**src/rtl/rsm_pkg.sv**
```systemverilog
// Constants and types for the regulator status and interrupt mask block
// What this block does
// - Each switching converter's enable state reads as bit 7 (converter 1) and bit 3 (converter 0), 1 meaning enabled.
// - Each switching converter's raw output-voltage validity reads at bit 6 and bit 2, 1 meaning invalid.
// - Each switching converter's raw current-limit state reads at bit 4 and bit 0, 1 while limiting.
// - Each linear regulator's enable state reads at bit 7 and bit 3 of the linear status register at 0x1f.
// - Each linear regulator's raw output-voltage validity reads at bit 6 and bit 2, 1 meaning invalid.
// - Each linear regulator's raw current-limit state reads at bit 4 and bit 0, 1 while limiting.
// - Mask bit 7 at 0x20 blocks the power-good interrupt when 1.
// - The power-good mask never changes the raw power-good pin status.
// - Mask bit 4 blocks the external clock interrupt when 1.
// - The external clock mask never changes the raw clock validity status.
// - Mask bit 2 blocks the thermal warning interrupt when 1.
// - The thermal warning mask never changes the raw thermal warning status.
// - Mask bit 0 blocks the load measurement ready interrupt when 1.
// - Each event is latched in a flag that stays set until the host writes 1 to it.
package rsm_pkg;
  localparam int         DATA_W          = 8;
  localparam int         ADDR_W          = 8;
  localparam logic [7:0] ADDR_CONV_STAT  = 8'h1e;
  localparam logic [7:0] ADDR_LIN_STAT   = 8'h1f;
  localparam logic [7:0] ADDR_TOP_MASK   = 8'h20;
  localparam logic [7:0] ADDR_EVENT_FLAG = 8'h30;
  localparam logic [7:0] ADDR_RAW_TOP    = 8'h31;
  localparam int         BIT_ON1         = 7;
  localparam int         BIT_BAD1        = 6;
  localparam int         BIT_LIM1        = 4;
  localparam int         BIT_ON0         = 3;
  localparam int         BIT_BAD0        = 2;
  localparam int         BIT_LIM0        = 0;
  localparam int         BIT_PWR_OK      = 7;
  localparam int         BIT_SYNC_CLK    = 4;
  localparam int         BIT_THERMAL     = 2;
  localparam int         BIT_LOAD_MEAS   = 0;
  // Edges after reset before the event detector sees real pin levels
  localparam int         SETTLE_EDGES    = 3;
  localparam logic [7:0] MASK_USED       = 8'h95;
  localparam logic [7:0] ZERO_BYTE       = 8'h00;
  typedef logic [DATA_W-1:0] rsm_byte_t;
endpackage

```
**src/rtl/rsm_status_if.sv**
```systemverilog
// Raw status bundle passed from the synchroniser to the register file
`timescale 1ns/100ps
`default_nettype none
interface rsm_status_if;
  logic [5:0] conv;
  logic [5:0] linreg;
  logic [3:0] top;
  modport src (output conv, output linreg, output top);
  modport dst (input conv, input linreg, input top);
endinterface
`default_nettype wire

```
**src/rtl/rsm_sync.sv**
```systemverilog
// Two-stage synchroniser for the raw status inputs
`timescale 1ns/100ps
`default_nettype none
module rsm_sync (
  // Clock and reset
  input  wire logic  clock,
  input  wire logic  arst_n,
  // Raw pins
  input  wire logic [15:0] raw_in,
  // Synchronised bundle
  rsm_status_if.src  st
);
  logic [15:0] stage1;
  logic [15:0] stage2;

  always_ff @(posedge clock or negedge arst_n) begin
    if (!arst_n) begin
      stage1 <= '0;
      stage2 <= '0;
    end else begin
      stage1 <= raw_in;
      stage2 <= stage1;
    end
  end

  assign st.conv   = stage2[5:0];
  assign st.linreg = stage2[11:6];
  assign st.top    = stage2[15:12];
endmodule
`default_nettype wire

```
**src/rtl/rsm_top.sv**
```systemverilog
// Regulator status registers, top event mask and interrupt request
`timescale 1ns/100ps
`default_nettype none
module rsm_top
  import rsm_pkg::*;
(
  // Clock and reset
  input  wire logic                 clock,
  input  wire logic                 arst_n,
  // Switching converter raw status
  input  wire logic                 conv1_on_flag,
  input  wire logic                 conv0_on_flag,
  input  wire logic                 conv1_vout_bad_raw,
  input  wire logic                 conv0_vout_bad_raw,
  input  wire logic                 conv1_current_limiting_raw,
  input  wire logic                 conv0_current_limiting_raw,
  // Linear regulator raw status
  input  wire logic                 linreg1_on_flag,
  input  wire logic                 linreg0_on_flag,
  input  wire logic                 linreg1_vout_bad_raw,
  input  wire logic                 linreg0_vout_bad_raw,
  input  wire logic                 linreg1_current_limiting_raw,
  input  wire logic                 linreg0_current_limiting_raw,
  // Top-level raw status
  input  wire logic                 power_ok_pin_state,
  input  wire logic                 sync_clock_invalid,
  input  wire logic                 thermal_warning_state,
  input  wire logic                 load_measure_ready,
  // Factory mask values
  input  wire logic [DATA_W-1:0]    factory_mask,
  // Register port from the serial interface
  input  wire logic                 reg_wr,
  input  wire logic                 reg_rd,
  input  wire logic [ADDR_W-1:0]    reg_addr,
  input  wire logic [DATA_W-1:0]    reg_wdata,
  output logic      [DATA_W-1:0]    reg_rdata,
  output logic                      reg_rvalid,
  // Interrupt request
  output logic                      irq
);
  import rsm_pkg::*;

  // --------------------------------------------------------------
  // Input synchronisation
  // --------------------------------------------------------------
  rsm_status_if st ();

  rsm_sync u_sync (
    .clock  (clock),
    .arst_n (arst_n),
    .raw_in ({load_measure_ready, thermal_warning_state, sync_clock_invalid,
              power_ok_pin_state,
              linreg1_on_flag, linreg1_vout_bad_raw, linreg1_current_limiting_raw,
              linreg0_on_flag, linreg0_vout_bad_raw, linreg0_current_limiting_raw,
              conv1_on_flag, conv1_vout_bad_raw, conv1_current_limiting_raw,
              conv0_on_flag, conv0_vout_bad_raw, conv0_current_limiting_raw}),
    .st     (st)
  );

  // --------------------------------------------------------------
  // Status layout
  // --------------------------------------------------------------
  function automatic rsm_byte_t pack_stat(input logic [5:0] s);
    rsm_byte_t b;
    b           = ZERO_BYTE;
    b[BIT_ON1]  = s[5];
    b[BIT_BAD1] = s[4];
    b[BIT_LIM1] = s[3];
    b[BIT_ON0]  = s[2];
    b[BIT_BAD0] = s[1];
    b[BIT_LIM0] = s[0];
    return b;
  endfunction

  wire rsm_byte_t conv_stat = pack_stat(st.conv);
  wire rsm_byte_t lin_stat  = pack_stat(st.linreg);

  // Raw top status: masks never touch these bits
  rsm_byte_t raw_top;
  always_comb begin
    raw_top                = ZERO_BYTE;
    raw_top[BIT_PWR_OK]    = st.top[0];
    raw_top[BIT_SYNC_CLK]  = st.top[1];
    raw_top[BIT_THERMAL]   = st.top[2];
    raw_top[BIT_LOAD_MEAS] = st.top[3];
  end

  // --------------------------------------------------------------
  // Edge detection of top events
  // --------------------------------------------------------------
  rsm_byte_t raw_top_q;
  always_ff @(posedge clock or negedge arst_n) begin
    if (!arst_n) begin
      raw_top_q <= ZERO_BYTE;
    end else begin
      raw_top_q <= raw_top;
    end
  end
  // Held off until the synchroniser and delay stage hold real levels,
  // so a pin that idles high gives no event after reset
  logic [SETTLE_EDGES-1:0] settle;
  always_ff @(posedge clock or negedge arst_n) begin
    if (!arst_n) begin
      settle <= '0;
    end else begin
      settle <= {settle[SETTLE_EDGES-2:0], 1'b1};
    end
  end
  wire logic      settled   = settle[SETTLE_EDGES-1];
  wire rsm_byte_t event_hit = settled ? ((raw_top ^ raw_top_q) & MASK_USED) : ZERO_BYTE;

  // --------------------------------------------------------------
  // Register decode
  // --------------------------------------------------------------
  wire logic sel_mask  = (reg_addr == ADDR_TOP_MASK);
  wire logic sel_flag  = (reg_addr == ADDR_EVENT_FLAG);
  wire logic wr_mask   = reg_wr && sel_mask;
  wire logic wr_flag   = reg_wr && sel_flag;

  // --------------------------------------------------------------
  // Mask register, factory value taken after reset release
  // --------------------------------------------------------------
  rsm_byte_t top_event_mask;
  logic      mask_loaded;
  rsm_byte_t next_mask;

  assign next_mask = !mask_loaded ? factory_mask :
                     wr_mask      ? reg_wdata    :
                                    top_event_mask;

  always_ff @(posedge clock or negedge arst_n) begin
    if (!arst_n) begin
      top_event_mask <= ZERO_BYTE;
      mask_loaded    <= 1'b0;
    end else begin
      top_event_mask <= next_mask;
      mask_loaded    <= 1'b1;
    end
  end

  // --------------------------------------------------------------
  // Latched event flags, write 1 to clear, set wins
  // --------------------------------------------------------------
  rsm_byte_t event_flags;
  wire rsm_byte_t clr_flags  = wr_flag ? reg_wdata : ZERO_BYTE;
  wire rsm_byte_t next_flags = (event_flags & ~clr_flags) | event_hit;

  always_ff @(posedge clock or negedge arst_n) begin
    if (!arst_n) begin
      event_flags <= ZERO_BYTE;
    end else begin
      event_flags <= next_flags;
    end
  end

  // --------------------------------------------------------------
  // Interrupt request
  // --------------------------------------------------------------
  // Bits 7, 4, 2, 0 of the mask gate the four events
  wire rsm_byte_t pending  = event_flags & ~top_event_mask & MASK_USED;
  wire logic      next_irq = |pending;

  always_ff @(posedge clock or negedge arst_n) begin
    if (!arst_n) begin
      irq <= 1'b0;
    end else begin
      irq <= next_irq;
    end
  end

  // --------------------------------------------------------------
  // Read path
  // --------------------------------------------------------------
  rsm_byte_t rd_mux;
  always_comb begin
    case (reg_addr)
      ADDR_CONV_STAT:  rd_mux = conv_stat;
      ADDR_LIN_STAT:   rd_mux = lin_stat;
      ADDR_TOP_MASK:   rd_mux = top_event_mask;
      ADDR_EVENT_FLAG: rd_mux = event_flags;
      ADDR_RAW_TOP:    rd_mux = raw_top;
      default:         rd_mux = ZERO_BYTE;
    endcase
  end

  always_ff @(posedge clock or negedge arst_n) begin
    if (!arst_n) begin
      reg_rdata  <= ZERO_BYTE;
      reg_rvalid <= 1'b0;
    end else begin
      reg_rdata  <= reg_rd ? rd_mux : reg_rdata;
      reg_rvalid <= reg_rd;
    end
  end
endmodule
`default_nettype wire
```
**config.mk**
```make
export PLATFORM = sky130hd
export DESIGN_NAME = rsm_top
export DESIGN_NICKNAME = d
export VERILOG_FILES = /design/src/rtl/rsm_pkg.sv /design/src/rtl/rsm_status_if.sv /design/src/rtl/rsm_sync.sv /design/src/rtl/rsm_top.sv
export SDC_FILE = /design/constraint.sdc
export NUM_CORES = 1
export LEC_CHECK = 0
export BUFFER_PORTS_ARGS = -buffer_cell sky130_fd_sc_hd__buf_4
export CORE_AREA = 2 2 76 78
export DETAILED_ROUTE_END_ITERATION = 10
export DIE_AREA = 0 0 78 80
export GPL_TIMING_DRIVEN = 0
export PLACE_DENSITY = 0.64
export SYNTH_ARGS = -nofsm -noshare
export SYNTH_HDL_FRONTEND = slang
export SYNTH_SLANG_ARGS = --single-unit
```
**constraint.sdc**
```tcl
create_clock -name clock -period 1.6 [get_ports clock]
set_clock_uncertainty 0.2 [all_clocks]
set_input_delay 0.16 -clock clock [delete_from_list [all_inputs] [get_ports clock]]
set_output_delay 0.16 -clock clock [all_outputs]
set_load 0.005 [all_outputs]
```
==> metrics.txt, run 1 <==
status=finished, final reports clean; Total GRT Usage=16.97%; Ports=54; synth warn=0; Tmin final=1551 ps; First DRT Iteration DRCs=74; Worst-Skew Late Latency=340 ps; num rows=27; CP Data Required Time=1610 ps; core area=5405 µm²; Die Wd=78 µm; Switching Power=797.2 µW; die area=6240 µm²; worst r2r src=settle[0]; switching share of power=20.99%; global placement routability congestion=0.7418; pwr/cell area=1100 nW/µm²; Tcrit/Tclk final=96.95%; max capacitance violation total=0; ANT nets after route=0; RSZ-0062 raised after global routing=no; CTS tree=built; P&R area growth vs syn=46.71%; grt ovf=0; reg-to-reg slack, setup=230 ps; Startpoint Class=input pin; initial antenna violation count=0; Vert. Die Dim=80 µm; Tot Pwr=3799 µW; initial core utilization=43.56%; filler instances=431; Nets=315; first-pass GRT wire length=7.845 mm; Final Hold Vio Count=0; CTS Buf Count=9; DR vias/cell=4.928; Post-CTS Repair Setup Buffers=0; first-pass iteration count of the detailed router=4; layout cells sized above 1=28.62%; Critical Path AT=1570 ps; Max Fclk=0.6446 GHz; vias in the first global route=1743; Clock transition at path regs=70 ps; combinational power share=8.6%; Routed WL per cell=13.81 µm; #FFs+latches synth=65; drc violations=0; Critical Path End Type=register; final instance area=3455 µm²; Synth cell types=32; Peak VDD IR=843.8 µV; Final HPWL DP=3.099 mm; Fin Hold WS=63.17 ps; relative slew slack=47.84%; Setup CP Type=in2reg; leakage=0.001626 µW; min-delay src=reg_addr[6]; Synth Area per Inst=13.53 µm²; fin util=63.91%; Int Power=3001 µW; Cell Area, Synth=2355 µm²; Post-Syn Instances=174; placed instance area=2846 µm²; Max Slew Vio Count=0; sequential element share of the synthesized area=69.08%; H-tree Lvls=3; routed vias=1715; clk sinks=65; Hold Crit Class=in2reg; Antenna Cells=0; Post-Syn Nets=218; Critical Path Start=reg_addr[2]; pin count of the biggest net entering global routing=66; clock tree buffer depth=2; Setup Total Neg Slack=0 ps; worst-path maximum fanout=8; clk root buf=clkbuf_8; Flop pwr share=46.5%; Least-Margin Pin Slew=782.3 ps; Clk pwr share=44.9%; Setup violations, final=0; IO buf count=53; DRT Wirelength=4.807 mm
[power groups by stage]
stage	Clock (µW)	Sequential [µW]	Combinational, µW
6_report	1700	1770	327
5_1_grt	1820	1770	361
4_1_cts	1740	1770	325
3_5_place_dp	0	1800	259
3_3_place_gp	0	1800	255
2_1_floorplan	0	1790	93.9
[cells in the mapped netlist]
library cell / instances / area share (%)
a211oi_1: 2 / 0.64
a21boi_0: 4 / 1.3
a21oi_1: 14 / 3.0
a22o_1: 5 / 1.9
a22oi_1: 8 / 2.6
and2_1: 2 / 0.53
and3_1: 1 / 0.27
and4_1: 1 / 0.37
buf_1: 2 / 0.32
buf_2: 1 / 0.21
buf_4: 1 / 0.32
clkbuf_1: 3 / 0.48
conb_1: 1 / 0.16
dfrtp_1: 65 / 69
inv_1: 5 / 0.80
mux2_2: 1 / 0.48
mux2i_1: 18 / 7.7
nand2_1: 4 / 0.64
nand4b_1: 1 / 0.37
nor2_1: 16 / 2.6
nor2_2: 1 / 0.27
nor3b_1: 1 / 0.32
nor4_1: 1 / 0.27
o221ai_1: 1 / 0.37
o22ai_1: 4 / 1.1
o31a_1: 2 / 0.74
or3_1: 1 / 0.27
or3b_2: 1 / 0.37
or4_4: 1 / 0.48
or4b_1: 1 / 0.43
or4b_2: 1 / 0.43
xor2_1: 4 / 1.5
[registers in the layout (all words and copies together), names as in the netlist]
name and cells:
reg_rdata 8, settle 3, raw_top_q 4, event_flags 8, irq 1, reg_rvalid 1
top_event_mask 8, u_sync.stage1 16, u_sync.stage2 16
[metal layers]
layer	GRT usage, %	share of wire, %	vias to the layer above
li1	-	-	810
met3	4.072	4.3	10
met1	18.86	41	844
met4	8.947	2.4	0
met5	0	0	-
met2	30.17	52	51
[metrics by stage]
| stage | setup WS [ps] | cells |
|---|---|---|
| CTS | 16.59 | 349 |
| global placement | -332.9 | 299 |
| finish | 48.75 | 348 |
| global route | 9.576 | 348 |
| detailed placement | -341.3 | 299 |
| floorplan | -133.3 | 174 |
[critical path, cell delays in order]
cell and delay [ps]:
buf_8 100, or4_4 540, or3_4 490, mux2i_1 180
a21oi_1 80
[placed cells by master, fill, tap and decap left out, types with 4 or more instances in the layout]
cell type and n:
buf_4 51, clkbuf_8 10, nand2_1 4, xor2_1 4, inv_1 5, nor2_1 16, a22o_1 5, dfrtp_1 65
o22ai_1 4, a22oi_1 8, mux2i_1 18, dlygate4sd3_1 34, a21boi_0 4, a21oi_1 14
[worst paths after layout]
path | cells after the start | endpoint
min | 4 | reg_rdata[6]
max reg2reg | 4 | top_event_mask[6]
max in group asynchronous | 2 | u_sync.stage1[9]
max | 5 | top_event_mask[6]
min in group asynchronous | 2 | reg_rdata[1]
min reg2reg | 0 | u_sync.stage2[5]
[final cells by class]
class,instances,area (µm²),share of cell area (%)
multi-input combinational,97,691.9,20.03
inverter,5,18.77,0.5433
tap,72,90.09,2.608
clock inverter,6,113.9,3.296
buffer,6,26.28,0.7606
sequential,65,1627,47.08
timing repair buffer,87,749.5,21.70
clock buffer,10,137.6,3.984
[kinds of logic after synthesis]
kind of cell	after synthesis	share of synthesized area [%]
AO/OA/AOI/OAI	40	11.48
XOR/XNOR	4	1.488
buffers and inverters	12	2.125
flip-flops	65	69.08
multiplexers	19	8.129
other	1	0.1593
AND/OR/NAND/NOR	33	7.546
[what timing repair did]
item	CTS	global route
hold buffers	34	0
gates resized for setup	0	10
hold endpoints to repair	98	0
setup endpoints to repair	0	10
No activity file was read; power rests on OpenSTA's default activity.
==> inputs of run 2 (changes only) <==
--- a/config.mk
+++ b/config.mk
@@ -5,12 +5,14 @@
 export SDC_FILE = /design/constraint.sdc
 export NUM_CORES = 1
 export LEC_CHECK = 0
+export ABC_CLOCK_PERIOD_IN_PS = 1700
 export BUFFER_PORTS_ARGS = -buffer_cell sky130_fd_sc_hd__buf_4
 export CORE_AREA = 2 2 76 78
 export DETAILED_ROUTE_END_ITERATION = 10
 export DIE_AREA = 0 0 78 80
 export GPL_TIMING_DRIVEN = 0
 export PLACE_DENSITY = 0.64
+export SETUP_SLACK_MARGIN = 0.02
 export SYNTH_ARGS = -nofsm -noshare
 export SYNTH_HDL_FRONTEND = slang
 export SYNTH_SLANG_ARGS = --single-unit
==> constraint.sdc (replaced) <==
create_clock -name clock -period 1.7 [get_ports clock]
set_clock_uncertainty 0.2 [all_clocks]
set_input_delay 0.17 -clock clock [delete_from_list [all_inputs] [get_ports clock]]
set_output_delay 0.17 -clock clock [all_outputs]
set_load 0.005 [all_outputs]
==> run 2 against run 1 <==
Effect of this change: clock power is 5% lower; total power is 5.9% lower; utilization is 0.28 points lower; non-clock buffer count is 1 higher; count of clock-buffer cells in the layout stayed put; register-to-register slack worse by 40 ps; sequential cell count stayed put; worst setup slack better by 55 ps.
==> metrics.txt, run 2 (synthesis gave the netlist of run 1 again) <==
core area=5405 µm² (unchanged); Reg area=1627 µm² (unchanged); vias in the first global route=1743 (unchanged); DP Cell Count=299 (unchanged); fin util=63.63% (-0.28 points); status=finished, final reports clean; pin count of the biggest net entering global routing=66 (unchanged); CP peak stage delay=550 ps (about the same); final setup margin=103.7 ps (+55.00 ps); RSZ-0062 raised after global routing=no; Final Hold Vio Count=0 (unchanged); reg-to-reg slack, setup=190 ps (-40 ps); Tcrit/Tclk final=93.90%; Fin Hold WS=71.54 ps (+8.366 ps); Worst-Skew Late Latency=340 ps (about the same); Regs by FF count=u_sync.stage1 x16, u_sync.stage2 x16; Peak VDD IR=794.4 µV (-5.9%); drc violations=0 (unchanged); Hold Crit Class=in2reg; grt ovf=0 (unchanged); routed vias=1692 (-1.3%); DR vias/cell=4.848 (-1.6%); CTS tree=built; IO buf count=53 (unchanged); Startpoint Class=input pin; First DRT Iteration DRCs=81 (+9.5%); ANT nets after route=0 (unchanged); Post-Place Worst Slack=-251.3 ps (+90.00 ps); P&R area growth vs syn=46.07%; Critical Path End Type=register; die area=6240 µm² (unchanged); relative slew slack=47.59% (-0.26 points); leading cell type in the layout, fill and taps excluded=dfrtp_1; Ports=54 (unchanged); crit-path cells=buf_4 -> or4b_1 -> nor2_2 -> a22oi_1 -> a211oi_1; Nets=316 (+0.32%); num rows=27 (unchanged); Total GRT Usage=16.97% (unchanged); Die Wd=78 µm (unchanged); Setup violations, final=0 (unchanged); leakage=0.001621 µW (-0.27%); clock tree buffer depth=2 (unchanged); layout cells sized above 1=27.80% (-0.83 points); CP Data Required Time=1750 ps (+140 ps); initial antenna violation count=0 (unchanged); Tmin final=1596 ps; worst-path maximum fanout=9 (+1); Multi-input gate area=678.2 µm² (-2.0%); clk root buf=clkbuf_8; H-tree Lvls=3 (unchanged); final instance area=3440 µm² (-0.43%); Cell Count, Final, Fillers Out=349 (+0.29%); placed instance area=2846 µm² (unchanged); max capacitance violation total=0 (unchanged); Least-Margin Pin Slew=786.2 ps (+3.834 ps); Clock transition at path regs=70 ps (about the same); CP max stage cell=or4b_1; Setup CP Type=in2reg; first-pass iteration count of the detailed router=4 (unchanged); CTS Buf Count=9 (unchanged); first-pass GRT wire length=7.845 mm (unchanged); clk sinks=65 (unchanged); Vert. Die Dim=80 µm (unchanged); Antenna Cells=0 (unchanged); pwr/cell area=1039 nW/µm² (-5.5%); commonest cells after routing, fill and taps aside=dfrtp_1, buf_4, dlygate4sd3_1; initial core utilization=43.56% (unchanged); Final HPWL DP=3.099 mm (unchanged); filler instances=433 (+0.46%); global placement routability congestion=0.7418 (unchanged); Max Slew Vio Count=0 (unchanged); DRT Wirelength=4.797 mm (-0.21%); Routed WL per cell=13.74 µm (-0.49%); Max Fclk=0.6265 GHz; Critical Path AT=1650 ps (+80 ps)
run 2: final timing paths:
check	cells past startpoint	startpoint	endpoint
worst max-delay path	5	reg_addr[4]	reg_rdata[3]
worst min-delay path	4	reg_addr[6]	reg_rdata[6]
worst max register to register	4	settle[0]	top_event_mask[5]
worst min register to register	0	u_sync.stage1[5]	u_sync.stage2[5]
max in group asynchronous	2	arst_n	u_sync.stage1[9]
min in group asynchronous	2	arst_n	reg_rdata[1]
run 2: routing by layer:
metal | share of wire [%] | global-route usage [%] | vias to the layer above | routed length, µm
met4 | 2.4 | 8.947 | 0 | 117
met3 | 4.2 | 4.072 | 10 | 203
li1 | - | - | 815 | -
met5 | 0 | 0 | - | 0
met1 | 42 | 18.86 | 827 | 1995
met2 | 52 | 30.17 | 40 | 2480
run 2: critical path, delay by kind of cell:
family | cells | cell delay [ps]
AO/OA/AOI/OAI | 2 | 430
buffers and inverters | 1 | 120
AND/OR/NAND/NOR | 2 | 920
run 2: power by group:
group / internal, µW / total [µW] / switching, µW
combinational: 179 / 303 / 124
clock: 1020 / 1610 / 589
sequential: 1620 / 1660 / 38.2
total: 2820 / 3570 / 751
run 2: repair_timing:
item,CTS,global route
setup buffers,0,0
hold buffers,34,0
endpoints found under the hold margin,98,0
endpoints found under the setup margin,0,4
gates resized for setup,0,2
run 2: metrics by stage:
step,total power (µW),TNS [ps]
2_1_floorplan,1771,-346.5
4_1_cts,3610,0
6_report,3573,0
3_3_place_gp,1930,-2870
5_1_grt,3721,0
3_5_place_dp,1937,-3051
run 2: layout make-up:
| type | count | area share [%] |
|---|---|---|
| plain buffers | 7 | 1.055 |
| clock buffers | 10 | 4.001 |
| clock inverters | 6 | 3.310 |
| inverters | 5 | 0.5457 |
| multi-input cells | 97 | 19.72 |
| flip-flops and latches | 65 | 47.29 |
| well taps | 72 | 2.619 |
| repair buffers | 87 | 21.46 |
==> inputs of run 3 (changes only) <==
--- a/config.mk
+++ b/config.mk
@@ -8,9 +8,9 @@
 export ABC_CLOCK_PERIOD_IN_PS = 1700
 export BUFFER_PORTS_ARGS = -buffer_cell sky130_fd_sc_hd__buf_4
 export CORE_AREA = 2 2 76 78
+export CTS_BUF_LIST = sky130_fd_sc_hd__clkbuf_2 sky130_fd_sc_hd__clkbuf_4 sky130_fd_sc_hd__clkbuf_8
 export DETAILED_ROUTE_END_ITERATION = 10
 export DIE_AREA = 0 0 78 80
-export GPL_TIMING_DRIVEN = 0
 export PLACE_DENSITY = 0.64
 export SETUP_SLACK_MARGIN = 0.02
 export SYNTH_ARGS = -nofsm -noshare
==> run 3 against run 2 <==
Effect of this change: die area is the same; critical path depth rose by 1; clock power down 20%; largest power group unchanged; highest routed layer unchanged.
==> metrics.txt, run 3 (synthesis gave the netlist of run 1 again) <==
relative slew slack=62.77% (+15 points); final setup margin=96.53 ps (-7.213 ps); core area=5405 µm² (unchanged); Worst-Skew Late Latency=330 ps (about the same); Total GRT Usage=17.38% (+0.42 points); ANT nets after route=0 (unchanged); Nets=320 (+1.3%); Regs by FF count=u_sync.stage1 x16, u_sync.stage2 x16; worst reg2reg path depth=4 (unchanged); first-pass iteration count of the detailed router=4 (unchanged); Reg area=1627 µm² (unchanged); first-pass GRT wire length=8.142 mm (+3.8%); Die Wd=78 µm (unchanged); Final Hold Vio Count=0 (unchanged); clk sinks=65 (unchanged); DR vias/cell=4.703 (-3.0%); num rows=27 (unchanged); Multi-input gate area=678.2 µm² (unchanged); global placement routability congestion=0.7794 (+5.1%); Max Slew Vio Count=0 (unchanged); Tot Pwr=3261 µW (-8.7%); worst-path maximum fanout=8 (-1); Critical Path AT=1590 ps (-60 ps); Tcrit/Tclk final=94.32% (+0.42 points); Hold Crit Class=in2async; commonest cells after routing, fill and taps aside=dfrtp_1, buf_4, dlygate4sd3_1; Max Fclk=0.6236 GHz (-0.45%); Peak VDD IR=991.5 µV (+25%); Tmin final=1603 ps (+7.213 ps); DP Cell Count=303 (+1.3%); P&R area growth vs syn=46.39%; Post-Place Worst Slack=-238.2 ps (+13.14 ps); Routed WL per cell=14.15 µm (+3.0%); pwr/cell area=946.1 nW/µm² (-8.9%); die area=6240 µm² (unchanged); initial core utilization=43.56% (unchanged); CTS Buf Count=9 (unchanged); Least-Margin Pin Slew=558.5 ps (-227.7 ps); Clock transition at path regs=70 ps (about the same); IO buf count=53 (unchanged); Cell Count, Final, Fillers Out=353 (+1.1%); Final HPWL DP=3.178 mm (+2.5%); drc violations=0 (unchanged); Ports=54 (unchanged); Setup CP Type=in2reg; fin util=63.77% (+0.14 points); RSZ-0062 raised after global routing=no; Vert. Die Dim=80 µm (unchanged); leakage=0.001650 µW (+1.8%); Critical Path Start=reg_addr[4]; Antenna Cells=0 (unchanged); Critical Path End Type=register; initial antenna violation count=0 (unchanged); CP Data Required Time=1690 ps (-60 ps); status=finished, final reports clean; filler instances=426 (-1.6%); max capacitance violation total=0 (unchanged); vias in the first global route=1774 (+1.8%); layout cells sized above 1=30.25% (+2.5 points); leading cell type in the layout, fill and taps excluded=dfrtp_1; Setup violations, final=0 (unchanged); grt ovf=0 (unchanged); clock tree buffer depth=2 (unchanged); CTS tree=built; clk root buf=clkbuf_8; H-tree Lvls=3 (unchanged); DRT Wirelength=4.996 mm (+4.1%); pin count of the biggest net entering global routing=53 (-20%); Startpoint Class=input pin; routed vias=1660 (-1.9%); post-cts sizing count=0 (unchanged); First DRT Iteration DRCs=108 (+33%); worst r2r src=u_sync.stage2[15]
[run 3: cell count changes in the layout (fill, tap and decap cells not counted), sizes merged]
cell / previous run / this run
clkinv: 0 / 2
clkinvlp: 2 / 0
bufinv: 3 / 1
inv: 6 / 5
buf: 57 / 64
[run 3: repair_timing]
action,4_1_cts,5_1_grt
hold endpoints to repair,103,0
setup endpoints to repair,0,0
buffers inserted,0,0
hold buffers,34,0
[run 3: through the flow]
step | TNS, ps | cell area [µm²] | hold slack (ps)
2_1_floorplan | -346.5 | 2359 | -325.6
3_3_place_gp | -3563 | 2907 | -164.9
5_1_grt | 0 | 3447 | 45.39
4_1_cts | 0 | 3447 | 18.29
3_5_place_dp | -3752 | 2907 | -159.5
6_report | 0 | 3447 | 28.86
[run 3: final timing paths]
path	slack [ps]	end
max	100	top_event_mask[1]
min	30	event_flags[1]
min in group clock	140	u_sync.stage2[0]
max in group asynchronous	740	u_sync.stage2[7]
min reg2reg	140	u_sync.stage2[0]
max reg2reg	410	reg_rdata[0]
[run 3: layer usage]
layer,up-vias,track usage (%),routed length (µm)
met4,0,8.596,97
li1,820,-,-
met1,788,21.57,2217
met3,9,3.394,195
met2,43,29.22,2486
met5,-,0,0
[run 3: final cells by class]
| type | count | share of cell area [%] |
|---|---|---|
| repair buffers | 98 | 24.17 |
| clock inverters | 3 | 1.162 |
| clock buffers | 13 | 4.646 |
| inverters | 5 | 0.5445 |
| flip-flops and latches | 65 | 47.19 |
| well taps | 72 | 2.613 |
| multi-input cells | 97 | 19.67 |
[run 3: critical path: stages]
cell and delay [ps]:
buf_4 110, or4b_1 560, or3_1 320, buf_4 190, mux2i_1 160, a21oi_1 80
[run 3: where the power goes]
group	leakage, µW	internal (µW)	switching [µW]	total, µW
registers	0.000759	1630	42.8	1670
clock network	0.000108	762	519	1280
logic	0.000784	188	125	313
total	0.00165	2580	686	3260
